==> config.mk <==
export PLATFORM = sky130hd
export DESIGN_NAME = scd_decoder
export DESIGN_NICKNAME = d
export VERILOG_FILES = /design/src/scd_pkg.sv /design/src/scd_decoder.sv
export SDC_FILE = /design/constraint.sdc
export NUM_CORES = 1
export LEC_CHECK = 0
export ABC_AREA = 0
export BUFFER_PORTS_ARGS = -buffer_cell sky130_fd_sc_hd__clkbuf_2
export CAP_MARGIN = 10
export CELL_PAD_IN_SITES_DETAIL_PLACEMENT = 0
export CELL_PAD_IN_SITES_GLOBAL_PLACEMENT = 2
export CORE_MARGIN = 4
export CORE_UTILIZATION = 30
export DETAILED_ROUTE_END_ITERATION = 8
export HOLD_SLACK_MARGIN = 0.05
export PLACE_DENSITY_LB_ADDON = 0.1
export RECOVER_POWER = 25
export SETUP_SLACK_MARGIN = 0.3
export SLEW_MARGIN = 30
export SYNTH_ARGS = -nofsm -noshare
export SYNTH_HDL_FRONTEND = slang
export SYNTH_SLANG_ARGS = --single-unit
==> constraint.sdc <==
create_clock -name pclk -period 1.35 [get_ports pclk]
set_clock_uncertainty 0.05 [all_clocks]
set_input_delay 0.0675 -clock pclk [delete_from_list [all_inputs] [get_ports pclk]]
set_output_delay 0.0675 -clock pclk [all_outputs]
set_load 0.1 [all_outputs]
==> src/scd_pkg.sv <==
// Purpose: constants and types for the strap configuration decoder
// Assumes: switch contacts read 0 when ON, 1 when OFF
// Notes:   registers sit on APB at word offsets below
// How it works
// - switch ON reads 0, OFF reads 1
// - clock strap 0 common, 1 split upstream
// - mode 01 adapter, 10 dual host, 11 transparent
// - root port codes 0..4, rest reserved
// - isolated port same encoding, used by mode
// - lane config codes decode to widths
// - hotplug select 1 hands slot to controller
// - latch sense 0 closed, 1 open
// - bypass 0 loop on, 1 plain fanout
// - bandwidth 0 is 500 kHz, 1 is 1 MHz
// - three bits form address 70h..77h
// - spare contact is plain general input
package scd_pkg;
    // ==========================================================
    // register map
    localparam logic [11:0] SCD_RAW_OFS    = 12'h000;
    localparam logic [11:0] SCD_DECODE_OFS = 12'h004;
    localparam logic [11:0] SCD_LANES_OFS  = 12'h008;
    localparam logic [11:0] SCD_CTRL_OFS   = 12'h00C;
    // ==========================================================
    // values after reset (documented switch defaults), then port limit, address base and mode codes
    localparam logic [1:0] SCD_MODE_RST   = 2'h3;
    localparam logic [3:0] SCD_ROOT_RST   = 4'h0;
    localparam logic [3:0] SCD_ISO_RST    = 4'h1;
    localparam logic [3:0] SCD_LANE_RST   = 4'h8;
    localparam logic [2:0] SCD_ADDR_RST   = 3'h7;
    localparam logic [3:0] SCD_PORT_MAX   = 4'h4;
    localparam logic [6:0] SCD_ADDR_BASE  = 7'h70;
    localparam logic [1:0] SCD_MODE_RSVD  = 2'h0;
    localparam logic [1:0] SCD_MODE_ADAPT = 2'h1;
    localparam logic [1:0] SCD_MODE_DUAL  = 2'h2;
    // ==========================================================
    // field positions in the raw strap word
    localparam int SCD_SPARE_POS = 22;
    localparam int SCD_SPLIT_POS = 21;
    localparam int SCD_MODE_POS  = 19;
    localparam int SCD_ROOT_POS  = 15;
    localparam int SCD_ISO_POS   = 11;
    localparam int SCD_LANE_POS  = 7;
    localparam int SCD_HP_POS    = 6;
    localparam int SCD_LATCH_POS = 5;
    localparam int SCD_BYP_POS   = 4;
    localparam int SCD_BW_POS    = 3;
    localparam int SCD_ADDR_POS  = 0;
    // lane width codes per port: 0 none, 1 x1, 2 x2, 3 x4
    typedef logic [9:0] scd_lanes_t;
    typedef struct packed {
        logic       spare;
        logic       split_clock_domain_strap;
        logic [1:0] operating_mode_strap;
        logic [3:0] root_facing_port_strap;
        logic [3:0] isolated_port_strap;
        logic [3:0] lane_width_config_strap;
        logic       slot_hotplug_select;
        logic       retention_latch_sense_n;
        logic       pll_bypass;
        logic       loop_bandwidth_select;
        logic [2:0] addr_low;
    } scd_straps_t;
    typedef enum logic [1:0] {
        SCD_WAIT = 2'b01,
        SCD_HELD = 2'b10
    } scd_state_t;
endpackage

==> src/scd_decoder.sv <==
// Purpose: capture board straps once after reset and decode them
// Assumes: strap pins are asynchronous to pclk
// Notes:   values stay frozen until the next reset or a software re-capture through the control register
`timescale 1ns/1ps
module scd_decoder
    import scd_pkg::*;
(
    input  wire logic        pclk,
    input  wire logic        presetn,
    input  wire scd_straps_t strap_pins,
    input  wire logic        psel,
    input  wire logic        penable,
    input  wire logic        pwrite,
    input  wire logic [11:0] paddr,
    input  wire logic [31:0] pwdata,
    output logic      [31:0] prdata,
    output logic             pready,
    output logic             pslverr,
    output logic             split_clock_domain,
    output logic       [1:0] operating_mode,
    output logic             non_transparent,
    output logic       [2:0] root_facing_port,
    output logic       [2:0] isolated_port,
    output logic             isolated_port_valid,
    output scd_lanes_t       lane_widths,
    output logic             slot_hotplug_enable,
    output logic             retention_latch_open,
    output logic             pll_bypass,
    output logic             loop_bw_1mhz,
    output logic       [6:0] mgmt_slave_addr,
    output logic             spare_input,
    output logic             config_error,
    output logic             straps_valid
);
    // ==========================================================
    // synchroniser: first stage read only by second stage
    scd_straps_t sync1_reg;
    scd_straps_t sync2_reg;
    always_ff @(posedge pclk or negedge presetn) begin
        if (!presetn) begin
            sync1_reg <= '0;
            sync2_reg <= '0;
        end else begin
            sync1_reg <= strap_pins;
            sync2_reg <= sync1_reg;
        end
    end

    // ==========================================================
    // capture state: wait two edges for the synchroniser to fill
    scd_state_t  state_reg;
    scd_state_t  state_next;
    logic  [1:0] fill_reg;
    logic  [1:0] fill_next;
    scd_straps_t cap_reg;
    scd_straps_t cap_next;
    logic        soft_recap_reg;
    logic        soft_recap_next;
    logic        bus_wr;
    assign bus_wr = psel && penable && pwrite;

    always_comb begin
        state_next = state_reg;
        fill_next = fill_reg;
        cap_next = cap_reg;
        soft_recap_next = 1'b0;
        unique case (state_reg)
            SCD_WAIT: begin
                // re-fill on every entry so a stale synchroniser word is never taken
                fill_next = fill_reg + 2'h1;
                if (fill_reg == 2'h2) begin
                    cap_next = sync2_reg;
                    state_next = SCD_HELD;
                end
            end
            SCD_HELD: begin
                // later switch changes are ignored unless software asks
                if (soft_recap_reg) begin
                    state_next = SCD_WAIT;
                    fill_next = 2'h0;
                end
            end
        endcase
        if (bus_wr && paddr == SCD_CTRL_OFS && pwdata[0]) begin
            soft_recap_next = 1'b1;
        end
    end

    always_ff @(posedge pclk or negedge presetn) begin
        if (!presetn) begin
            state_reg <= SCD_WAIT;
            fill_reg <= 2'h0;
            soft_recap_reg <= 1'b0;
            cap_reg.spare <= 1'b0;
            cap_reg.split_clock_domain_strap <= 1'b0;
            cap_reg.operating_mode_strap <= SCD_MODE_RST;
            cap_reg.root_facing_port_strap <= SCD_ROOT_RST;
            cap_reg.isolated_port_strap <= SCD_ISO_RST;
            cap_reg.lane_width_config_strap <= SCD_LANE_RST;
            cap_reg.slot_hotplug_select <= 1'b0;
            cap_reg.retention_latch_sense_n <= 1'b0;
            cap_reg.pll_bypass <= 1'b1;
            cap_reg.loop_bandwidth_select <= 1'b1;
            cap_reg.addr_low <= SCD_ADDR_RST;
        end else begin
            state_reg <= state_next;
            fill_reg <= fill_next;
            soft_recap_reg <= soft_recap_next;
            cap_reg <= cap_next;
        end
    end

    // ==========================================================
    // decode; pin levels are taken as is since ON already reads 0
    // codes without a table entry fall back to four x2 ports
    function automatic scd_lanes_t lane_decode(input logic [3:0] code);
        unique case (code)
            4'h2:    lane_decode = {2'h3, 2'h3, 2'h0, 2'h0, 2'h0};
            4'h3:    lane_decode = {2'h3, 2'h2, 2'h2, 2'h0, 2'h0};
            4'h4:    lane_decode = {2'h3, 2'h2, 2'h1, 2'h1, 2'h0};
            4'h5:    lane_decode = {2'h3, 2'h1, 2'h1, 2'h2, 2'h0};
            4'h6:    lane_decode = {2'h3, 2'h1, 2'h2, 2'h1, 2'h0};
            4'h8:    lane_decode = {2'h3, 2'h1, 2'h1, 2'h1, 2'h1};
            4'h9:    lane_decode = {2'h2, 2'h2, 2'h2, 2'h1, 2'h1};
            default: lane_decode = {2'h2, 2'h2, 2'h2, 2'h2, 2'h0};
        endcase
    endfunction

    logic root_bad;
    logic iso_bad;
    logic mode_bad;
    logic non_transparent_mode;
    assign root_bad = cap_reg.root_facing_port_strap > SCD_PORT_MAX;
    assign iso_bad = cap_reg.isolated_port_strap > SCD_PORT_MAX;
    assign mode_bad = cap_reg.operating_mode_strap == SCD_MODE_RSVD;
    assign non_transparent_mode = cap_reg.operating_mode_strap == SCD_MODE_ADAPT
                  || cap_reg.operating_mode_strap == SCD_MODE_DUAL;

    // outputs registered from the captured word, straps_valid from the capture state
    always_ff @(posedge pclk or negedge presetn) begin
        if (!presetn) begin
            split_clock_domain <= 1'b0;
            operating_mode <= SCD_MODE_RST;
            non_transparent <= 1'b0;
            root_facing_port <= 3'h0;
            isolated_port <= 3'h1;
            isolated_port_valid <= 1'b0;
            lane_widths <= '0;
            slot_hotplug_enable <= 1'b0;
            retention_latch_open <= 1'b0;
            pll_bypass <= 1'b1;
            loop_bw_1mhz <= 1'b1;
            mgmt_slave_addr <= SCD_ADDR_BASE | 7'h07;
            spare_input <= 1'b0;
            config_error <= 1'b0;
            straps_valid <= 1'b0;
        end else begin
            split_clock_domain <= cap_reg.split_clock_domain_strap;
            operating_mode <= cap_reg.operating_mode_strap;
            non_transparent <= non_transparent_mode;
            root_facing_port <= cap_reg.root_facing_port_strap[2:0];
            isolated_port <= cap_reg.isolated_port_strap[2:0];
            isolated_port_valid <= non_transparent_mode && !iso_bad;
            lane_widths <= lane_decode(cap_reg.lane_width_config_strap);
            slot_hotplug_enable <= cap_reg.slot_hotplug_select;
            retention_latch_open <= cap_reg.retention_latch_sense_n;
            pll_bypass <= cap_reg.pll_bypass;
            loop_bw_1mhz <= cap_reg.loop_bandwidth_select;
            mgmt_slave_addr <= SCD_ADDR_BASE | {4'h0, cap_reg.addr_low};
            spare_input <= cap_reg.spare;
            config_error <= mode_bad || root_bad || iso_bad;
            straps_valid <= state_reg == SCD_HELD;
        end
    end

    // ==========================================================
    // apb slave: zero wait states, unmapped reads zero with error
    // a registered answer costs no wait state since setup always precedes access
    logic [31:0] prdata_next;
    logic        pslverr_next;
    logic        map_hit;
    always_comb begin
        prdata_next = 32'h0000_0000;
        map_hit = 1'b1;
        unique case (paddr)
            SCD_RAW_OFS:    prdata_next = {9'h000, cap_reg};
            SCD_DECODE_OFS: prdata_next = {13'h0000, straps_valid, config_error,
                                           mgmt_slave_addr, isolated_port_valid,
                                           isolated_port, root_facing_port,
                                           non_transparent, operating_mode};
            SCD_LANES_OFS:  prdata_next = {22'h000000, lane_widths};
            SCD_CTRL_OFS:   prdata_next = 32'h0000_0000;
            default:        map_hit = 1'b0;
        endcase
        // error is judged in setup so that it stands together with pready
        pslverr_next = psel && !penable && !map_hit;
        if (!(psel && !penable)) begin
            prdata_next = prdata;
        end
    end

    always_ff @(posedge pclk or negedge presetn) begin
        if (!presetn) begin
            prdata <= 32'h0000_0000;
            pslverr <= 1'b0;
            pready <= 1'b0;
        end else begin
            prdata <= prdata_next;
            pslverr <= pslverr_next;
            pready <= psel && !penable;
        end
    end

    // ==========================================================
    // checks
    hold_after_capture_a: assert property (@(posedge pclk) disable iff (!presetn)
        (state_reg == SCD_HELD && !soft_recap_reg) |=> $stable(cap_reg))
        else $error("captured straps changed while held");
    error_flag_a: assert property (@(posedge pclk) disable iff (!presetn)
        (cap_reg.operating_mode_strap == 2'h0) |=> config_error)
        else $error("reserved mode not flagged");
    addr_map_a: assert property (@(posedge pclk) disable iff (!presetn)
        1'b1 |=> mgmt_slave_addr == (SCD_ADDR_BASE | {4'h0, $past(cap_reg.addr_low)}))
        else $error("slave address wrong");
    default_lanes_a: assert property (@(posedge pclk) disable iff (!presetn)
        (cap_reg.lane_width_config_strap == 4'h8) |=> lane_widths == 10'h355)
        else $error("default lane config wrong");
    transparent_mode_a: assert property (@(posedge pclk) disable iff (!presetn)
        (cap_reg.operating_mode_strap == 2'h3) |=> !non_transparent
            && !isolated_port_valid)
        else $error("transparent mode shows isolated port");
    hotplug_pass_a: assert property (@(posedge pclk) disable iff (!presetn)
        1'b1 |=> slot_hotplug_enable == $past(cap_reg.slot_hotplug_select)
            && retention_latch_open == $past(cap_reg.retention_latch_sense_n))
        else $error("hotplug controls wrong");
    clock_ctrl_a: assert property (@(posedge pclk) disable iff (!presetn)
        1'b1 |=> pll_bypass == $past(cap_reg.pll_bypass)
            && loop_bw_1mhz == $past(cap_reg.loop_bandwidth_select)
            && split_clock_domain == $past(cap_reg.split_clock_domain_strap))
        else $error("clock controls wrong");
    spare_pass_a: assert property (@(posedge pclk) disable iff (!presetn)
        1'b1 |=> spare_input == $past(cap_reg.spare))
        else $error("spare input wrong");
    capture_time_a: assert property (@(posedge pclk) disable iff (!presetn)
        (state_reg == SCD_WAIT && fill_reg == 2'h0) |-> ##[1:3] state_reg == SCD_HELD)
        else $error("capture took too long");

    // decoded fields and errors follow the captured word one edge later
    root_port_a: assert property (@(posedge pclk) disable iff (!presetn)
        1'b1 |=> root_facing_port == $past(cap_reg.root_facing_port_strap[2:0]))
        else $error("root port wrong");
    iso_port_a: assert property (@(posedge pclk) disable iff (!presetn)
        1'b1 |=> isolated_port == $past(cap_reg.isolated_port_strap[2:0]))
        else $error("isolated port wrong");
    iso_reserved_a: assert property (@(posedge pclk) disable iff (!presetn)
        (cap_reg.isolated_port_strap > SCD_PORT_MAX) |=> !isolated_port_valid
            && config_error)
        else $error("reserved isolated port accepted");
    root_reserved_a: assert property (@(posedge pclk) disable iff (!presetn)
        (cap_reg.root_facing_port_strap > SCD_PORT_MAX) |=> config_error)
        else $error("reserved root port not flagged");
    mode_pass_a: assert property (@(posedge pclk) disable iff (!presetn)
        1'b1 |=> operating_mode == $past(cap_reg.operating_mode_strap))
        else $error("operating mode wrong");
    bridge_mode_a: assert property (@(posedge pclk) disable iff (!presetn)
        (cap_reg.operating_mode_strap inside {2'h1, 2'h2}) |=> non_transparent)
        else $error("bridge mode not shown");
    wide_lanes_a: assert property (@(posedge pclk) disable iff (!presetn)
        (cap_reg.lane_width_config_strap == 4'h9) |=> lane_widths == 10'h2A5)
        else $error("lane config nine wrong");
    other_lanes_a: assert property (@(posedge pclk) disable iff (!presetn)
        (cap_reg.lane_width_config_strap inside {4'h0, 4'h1, 4'h7, [4'hA:4'hF]})
            |=> lane_widths == 10'h2A8)
        else $error("fallback lane config wrong");
    recap_start_a: assert property (@(posedge pclk) disable iff (!presetn)
        (state_reg == SCD_HELD && soft_recap_reg) |=> state_reg == SCD_WAIT
            && fill_reg == 2'h0)
        else $error("re-capture did not restart");
    valid_follow_a: assert property (@(posedge pclk) disable iff (!presetn)
        1'b1 |=> straps_valid == ($past(state_reg) == SCD_HELD))
        else $error("valid flag wrong");

    // apb answer timing
    apb_answer_a: assert property (@(posedge pclk) disable iff (!presetn)
        (psel && !penable) |=> pready)
        else $error("setup not answered");
    ready_pulse_a: assert property (@(posedge pclk) disable iff (!presetn)
        pready |=> !pready)
        else $error("ready held too long");
    unmapped_err_a: assert property (@(posedge pclk) disable iff (!presetn)
        (psel && !penable && paddr > SCD_CTRL_OFS) |=> pslverr && pready)
        else $error("unmapped access not refused");

    // main scenarios
    cover_held_c: cover property (@(posedge pclk) disable iff (!presetn)
        state_reg == SCD_HELD);
    cover_err_c: cover property (@(posedge pclk) disable iff (!presetn) config_error);
    cover_bridge_c: cover property (@(posedge pclk) disable iff (!presetn)
        non_transparent && isolated_port_valid);
    cover_recap_c: cover property (@(posedge pclk) disable iff (!presetn)
        state_reg == SCD_HELD && soft_recap_reg);
    cover_lanes_c: cover property (@(posedge pclk) disable iff (!presetn)
        lane_widths == 10'h2A5);
endmodule

Word level (Yosys, flattened, before mapping)
Cells that the tools add are included.

Flip-flop bits (word level): 139. Word-level logic and storage cells: 101. Bits of input ports: 72. Output and inout bits: 69.

Order comparisons: 2. Equal/unequal tests: 17. Add/subtract/negate cells: 1. Muxes and demuxes: 9. Reduce and logical (&&, ||, !) cells: 18.

Operators by type and width (count): 23-bit one-hot mux with 3 select lines (1); 9-bit one-hot mux with 7 select lines (1); 12-bit by 4-bit equality test with 1-bit output, second input constant (2); 12-bit by 3-bit equality test with 1-bit output, second input constant (1); 4-bit by 3-bit equality test with 1-bit output, second input constant (3); 12-bit logical NOT (1); 4-bit by 2-bit equality test with 1-bit output, second input constant (2); 4-bit equality test, second input constant (2); 4-bit by 3-bit greater-than comparator with 1-bit output, second input constant (2); 2-bit one-hot mux with 2 select lines (2); 1-bit logical AND (7); 2-bit equality test, second input constant (3); 2-bit two-way mux (3); 2-bit by 1-bit equality test with 1-bit output, second input constant (2); 2-bit != test, second input constant (2); 2-bit AND reduction (2); 4-bit OR reduction (1); 1-bit logical NOT (3); 1-bit logical OR (3); 2-bit by 1-bit adder with 2-bit output, second input constant (1); 2-bit logical NOT (1); 1-bit two-way mux (2).

Longest topological paths before layout
Gate-level depths: netlist of the first run.

Depth after elaboration: 5. Mapped depth: 5. Depth with buffers taken out: 4.

Least setup slack after synthesis of the first run
No wires, ideal clock.

Kind: register to register. Start: register fill_reg[0]. End: register cap_reg[12] in the netlist's numbering. Required time: 1.175 ns. Library setup time: 0.125 ns. Path buffers: 1. Arrival: 1.309 ns. Slack: -0.134 ns. Stages on the path, launching flop included: 6. Period minus slack after synthesis: 1.484 ns. Cells stage by stage: dfrtp_1 > inv_1 > ha_1 > nand3b_1 > buf_2 > mux2_2.

Longest elaborated chain between the ends: 2.

RTL lines: from (decl) (line scd_decoder.sv:53) `logic [1:0] fill_reg;`; from (signal assigned) (line scd_decoder.sv:107) `fill_reg <= fill_next;`; 2-bit equality test (line scd_decoder.sv:71) `if (fill_reg == 2'h2) begin`; 2-bit AND reduction (no source line); to (signal assigned) (line scd_decoder.sv:109) `cap_reg <= cap_next;`; to (decl) (line scd_decoder.sv:55) `scd_straps_t cap_reg;`.

No other way between the ends. A chain may end at the register's enable or synchronous reset.

Worst setup path in the final report of the first run
Start: register fill_reg[0]. End: register cap_reg[22] in the netlist's numbering.

The elaborated chain is that of the path after synthesis.

==> out/metrics.cfg, run 1 <==
[clock_tree]
cts_htree_levels=4
insertion_delay_to_the_later_sink_of_the_worst_skew_pair_ns=0.41
clkSinkCount=129
tritoncts.num_buffers=17
cts_tree=built
clk_transition_reported_paths_ns=0.05
clockRootBuffer=clkbuf_16
ctsLongestPathBuffers=2

[final_layout]
final.fill_count=1274
drive_above_1_share_pct=57.4
area.growth.synth_to_final_pct=64.6
postLayoutCoreUtil_pct=51.2
antenna-diode-count=0
layout.area.seq_um2=3350
final_cell_mix=69 x dfrtp_1, 48 x buf_12, 38 x clkbuf_2
finish.net_count=552
mostFrequentLayoutCell=dfrtp_1
multi_input_comb_area_um2=1280

[worst_setup_path]
rr_endpoint=cap_reg[22]$_DFFE_PN0P_
slowest_delay_ns=0.34
critPathLaunch=fill_reg[0]$_DFFE_PN0P_
ff2ff_path_depth=5
worstPathCellList=inv_1 -> ha_2 -> nand3b_1 -> buf_4 -> mux2_2
critical_path.top_delay_family=flip-flops
worstSetupStartpointType=register
regToRegStartpoint=fill_reg[0]$_DFFE_PN0P_
critPathCaptureType=register
capturing_instance_or_port_of_the_critical_path=cap_reg[22]$_DFFE_PN0P_
critical-path-slowest-cell=dfrtp_1
setup_slack_on_the_worst_flop_to_flop_path_ns=-0.06
critical_path_required_ns=1.59
critPathArrivalTime_ns=1.66
critical_path_cell_count=5
worst-path-buf-inv=2
critPathKind=reg -> reg
crit_fanout=6

[global_routing]
grtUsageTotal_pct=13.2
groute.layer.met2.usage_pct=20.9
gr-total-overflow=0
grt_max_degree=43
grt-busiest-layer=met2
global_route.usage.met3_pct=4.62
grt_antenna_before_repair=0
first_global_vias=3173
global_route.usage.met1_pct=16.3
grt_pass1_wl_um=17600

[floorplanning]
design.portCount=141
core_area_um2=14800
die_width_um=132
start_util_pct=31.1
num_rows=44
die_area_um2=17400
die_h_um=132

[detailed_routing]
1st_iter_drt_viols=108
drt-total-wl_um=10700
drt_drc_violations_left=0
route.vias.total=2932
dr.pass1.iters=4
drt-wirelength-per-cell_um=15.8
post_drt_via_cell_ratio=4.34
detail-route-antenna-nets=0

[timing]
final_min_period_over_clock_period_pct=105
finalCriticalPeriod_ns=1.41
slew_headroom_pct=33.6
timing_hold_violations_final=0
slew_violations=0
rsz0062_at_grt=yes
fmax_ghz=0.707
timing.final.setup_violations=23
tightest_slew_ns=0.996
timing.final.ws_setup_ns=-0.0648

[place]
routabilityCongestion=0.771
detailedPlace.worstSlack_ns=-0.0707
detailedPlacementHpwl_um=7530
number_of_port_buffers=95

[synth]
seq_area_frac_synth_pct=70.8
synth.largest_area_cell=dfrtp_1
syn_area_um2=4590
synthesis.instances=309
synth_enable_flop_cells=0
synth_top_cells_by_area=dfrtp_1 60%, dfstp_2 10%, mux2_2 5.6%
synth_seq_cells=129
synth_cell_type_count=38
yosys.area.top_type_share_pct=60.5
yosys_warnings=0
share_of_flip_flops_with_an_asynchronous_set_or_reset_after_synthesis_pct=100
synthesis.area_per_instance_um2=14.9
synthFlopType=dfrtp_1

[power]
total_leakage_power_nw=3.41
ir_drop_v=0.000792
power_per_cell_area_nw_per_um2=1170

[min_path]
worstHoldPathType=in -> reg

[run_status]
violations=setup timing
status=finished, violations left

[run]
maximum_capacitance_violations=0

[Yosys cell counts (3+ instances only)]
library cell	n
dfstp_2	18
mux2i_1	16
dfrtp_1	111
nand2_1	19
inv_1	7
o21ai_2	10
o21ai_0	9
nand3b_1	3
buf_4	16
o2bb2ai_1	9
mux2_2	23
buf_2	3
nand2b_1	8
a21oi_1	4
clkbuf_1	7
a22o_1	9
nor2_1	8
[power by group]
part / internal [mW] / switching [mW]
Sequential: 3.95 / 0.0204
Clock: 2.71 / 1.60
Combinational: 0.183 / 0.378
Total: 6.84 / 2.00
[area by class of cell]
class / count / share of cell area [%]
Clock buffer: 23 / 6.45
Clock inverter: 9 / 1.08
Inverter: 7 / 0.447
Multi-Input combinational cell: 158 / 17.0
Sequential cell: 129 / 44.4
Tap cell: 184 / 3.05
Timing Repair Buffer: 165 / 27.6
[cell families after synthesis]
group           synth area share [%]
compound gates                  7.85
xor+xnor                       0.191
fa+ha+maj                      0.545
buf+inv                         4.41
flops                           70.8
mux                             9.13
other cells                    0.164
simple gates                    6.95
[worst min-delay path by stage]
| stage | endpoint | slack, ns | cells past startpoint | start |
|---|---|---|---|---|
| floorplan | cap_reg[12]$_DFFE_PN0P_ | -0.28 | 0 | presetn |
| global placement | sync2_reg[13]$_DFF_PN0_ | -0.04 | 1 | presetn |
| detailed placement | sync2_reg[13]$_DFF_PN0_ | -0.03 | 1 | presetn |
| CTS | cap_reg[13]$_DFFE_PN0P_ | 0.11 | 2 | presetn |
| global route | prdata[10]$_DFFE_PN0P_ | 0.12 | 5 | paddr[10] |
| finish | prdata[22]$_DFFE_PN0P_ | 0.12 | 5 | paddr[10] |
[routing by layer]
metal | vias to the layer above | wire, um
met4 | 0 | 188
li1 | 1371 | -
met3 | 13 | 623
met1 | 1465 | 4610
met2 | 83 | 5230
met5 | - | 0
[tightest hold or removal path: stages]
cell and delay, ns:
clkbuf_2 0.11, nor4_4 0.04, nand4b_2 0.09, buf_12 0.16, o21ai_2 0.07
[timing repair]
action | in CTS | in global routing
hold endpoints to repair | 145 | 0
buffers inserted | 15 | 2
hold buffers | 33 | 0
resized for setup | 164 | 11
pin swaps | 3 | 4
setup endpoints to repair | 96 | 103
[metrics by stage]
step | hold WS, ns | TNS [ns] | power, mW | area (um2) | std cells
after global placement | -0.0405 | -0.752 | 4.51 | 5740 | 593
after detailed placement | -0.0316 | -1.08 | 4.51 | 5740 | 593
after CTS | 0.106 | -1.31 | 8.98 | 7520 | 673
final | 0.118 | -1.00 | 8.84 | 7560 | 675
after global routing | 0.117 | -4.99 | 9.20 | 7560 | 675
after floorplan | -0.278 | -1.07 | 4.32 | 4780 | 322
(Power assumes the default switching activity.)
==> run 2, diff against run 1 <==
CORE_ASPECT_RATIO = 1.2   (was default)
CTS_CLUSTER_SIZE = 16   (was default)
TNS_END_PERCENT = 10   (was default)
==> out/metrics.cfg, run 2 (synthesis results as in run 1) <==
[timing]
tightest_slew_ns=0.930  ; -0.0660 ns
hold_ws_ns=0.106  ; -0.0115 ns
timing_hold_violations_final=0  ; unchanged
fmax_ghz=0.696  ; -1.5%
slew_violations=0  ; unchanged
final_min_period_over_clock_period_pct=106  ; +1.6 points
setup_total_negative_slack_ns=-1.35  ; -0.348 ns
slew_headroom_pct=38.0  ; +4.4 points
rsz0062_at_grt=yes
finalCriticalPeriod_ns=1.44  ; +0.0220 ns
timing.final.setup_violations=23  ; unchanged
timing.final.ws_setup_ns=-0.0868  ; -0.0220 ns

[place]
detailedPlace.worstSlack_ns=-0.0974  ; -0.0267 ns
place.detailed.instances=612  ; +3.2%
routabilityCongestion=0.725  ; -6.0%
post_dp_cell_area_um2=5650  ; -1.6%
detailedPlacementHpwl_um=7230  ; -3.9%
number_of_port_buffers=95  ; unchanged

[detailed_routing]
drt-total-wl_um=10600  ; -0.67%
detail-route-antenna-nets=0  ; unchanged
1st_iter_drt_viols=78  ; -28%
route.vias.total=2875  ; -1.9%
drt-wirelength-per-cell_um=15.5  ; -1.5%
dr.pass1.iters=4  ; unchanged
post_drt_via_cell_ratio=4.22  ; -2.8%
drt_drc_violations_left=0  ; unchanged

[power]
seq_power_share_pct=41.7  ; -3.1 points
ir_drop_v=0.000715  ; -9.8%
power_per_cell_area_nw_per_um2=1270  ; +8.4%
clock_power_share_pct=52.5  ; +3.7 points
total_leakage_power_nw=3.42  ; +0.45%
power.share.switching_pct=21.9  ; -0.75 points
p_sw_mw=2.08  ; +3.9%
power_frac_comb_pct=5.8  ; -0.5 points
total_power_mw=9.51  ; +7.5%
cell_internal_power_dissipation_mw=7.43  ; +8.6%

[final_layout]
fin_cells=681  ; +0.89%
mostFrequentLayoutCell=dfrtp_1
area.growth.synth_to_final_pct=63.3
design_area_um2=7500  ; -0.78%
antenna-diode-count=0  ; unchanged
drive_above_1_share_pct=49.9  ; -7.5 points
final_cell_mix=99 x dfrtp_1, 48 x buf_12, 40 x clkbuf_2
finish.net_count=538  ; -2.5%
postLayoutCoreUtil_pct=49.9  ; -1.3 points
final.fill_count=1283  ; +0.71%

[worst_setup_path]
critPathCaptureType=register
regToRegStartpoint=fill_reg[0]$_DFFE_PN0P_
setup_slack_on_the_worst_flop_to_flop_path_ns=-0.09  ; -0.02 ns
rr_endpoint=cap_reg[13]$_DFFE_PN0P_
critPathArrivalTime_ns=1.68  ; +0.02 ns
ff2ff_path_depth=6  ; +1
critPathKind=reg -> reg
worstSetupStartpointType=register
crit_fanout=10  ; +4
critical_path_required_ns=1.59  ; about the same

[clock_tree]
tritoncts.num_buffers=17  ; unchanged
clkSinkCount=129  ; unchanged
insertion_delay_to_the_later_sink_of_the_worst_skew_pair_ns=0.40  ; about the same
ctsLongestPathBuffers=2  ; unchanged
cts_tree=built
cts_htree_levels=4  ; unchanged
clockRootBuffer=clkbuf_16
clk_transition_reported_paths_ns=0.06  ; about the same

[floorplanning]
die_h_um=144  ; +9.0%
die_area_um2=17400  ; about the same
num_rows=49  ; +11%
die_width_um=121  ; -8.2%
core_area_um2=15000  ; +1.8%
start_util_pct=30.6  ; -0.55 points
design.portCount=141  ; unchanged

[global_routing]
gr-total-overflow=0  ; unchanged
first_global_vias=3048  ; -3.9%
grtUsageTotal_pct=13.0  ; -0.20 points
grt_pass1_wl_um=17000  ; -3.5%
grt_max_degree=35  ; -19%
grt_antenna_before_repair=0  ; unchanged

[run]
maximum_capacitance_violations=0  ; unchanged

[min_path]
whs_path_depth=3  ; -2
worstHoldPathType=in -> reg
end_of_the_worst_hold_path=prdata[19]$_DFFE_PN0P_
holdCritStartpoint=paddr[2]

[run_status]
violations=setup timing
status=finished, violations left

[run 2: cell types whose count changed in the layout (fill, tap and decap cells not counted), moves of 4 or more]
cell,delta
dfrtp_2,-19
mux2i_2,-4
dfstp_2,+6
dfstp_4,-6
buf_4,-16
dfrtp_1,+30
dfrtp_4,-11
[run 2: routing by layer]
layer,part of all wire (%),up-vias,GRT usage (%)
li1,-,1358,-
met1,43,1415,16.4
met2,50,85,21.0
met3,5.0,17,3.15
met4,2.3,0,6.32
met5,0,-,0
[run 2: repair_timing]
action / in CTS / in global routing
endpoints found under the setup margin: 96 / 100
cloned: 1 / 0
setup buffers: 3 / 0
endpoints found under the hold margin: 141 / 0
pin swaps: 15 / 13
hold buffers: 33 / 0
gates resized for setup: 172 / 13
[run 2: worst max-delay path by stage]
stage / start / slack (ns) / endpoint
floorplan: fill_reg[0]$_DFFE_PN0P_ / -0.07 / cap_reg[12]$_DFFE_PN0P_
global placement: fill_reg[0]$_DFFE_PN0P_ / -0.07 / cap_reg[8]$_DFFE_PN0P_
detailed placement: fill_reg[0]$_DFFE_PN0P_ / -0.1 / cap_reg[9]$_DFFE_PN0P_
CTS: fill_reg[0]$_DFFE_PN0P_ / -0.1 / cap_reg[13]$_DFFE_PN0P_
global route: fill_reg[0]$_DFFE_PN0P_ / -0.17 / cap_reg[13]$_DFFE_PN0P_
finish: fill_reg[0]$_DFFE_PN0P_ / -0.09 / cap_reg[13]$_DFFE_PN0P_
[run 2: cell type report]
cell class              count  area, um2  share of cell area (%)
clock buffers              21        480                    6.41
clock inverters            11        175                    2.34
inverters                   7       33.8                   0.450
multi-input cells         158       1290                    17.2
flip-flops and latches    129       3270                    43.5
well taps                 204        255                    3.40
repair buffers            151       2000                    26.7
[run 2: power groups by stage]
stage,logic (mW),clock network [mW],registers (mW)
after global placement,0.471,0,4.03
final,0.554,4.99,3.97
after floorplan,0.264,0,4.06
after detailed placement,0.474,0,4.03
after CTS,0.566,5.11,3.97
after global routing,0.597,5.27,3.97
[run 2: worst max-delay path, cell delays in order, from the launching register on]
cell and delay, ns:
dfrtp_1 0.34, inv_1 0.05, ha_2 0.18, nand3b_1 0.09, buf_4 0.14, buf_16 0.14, mux2_2 0.33
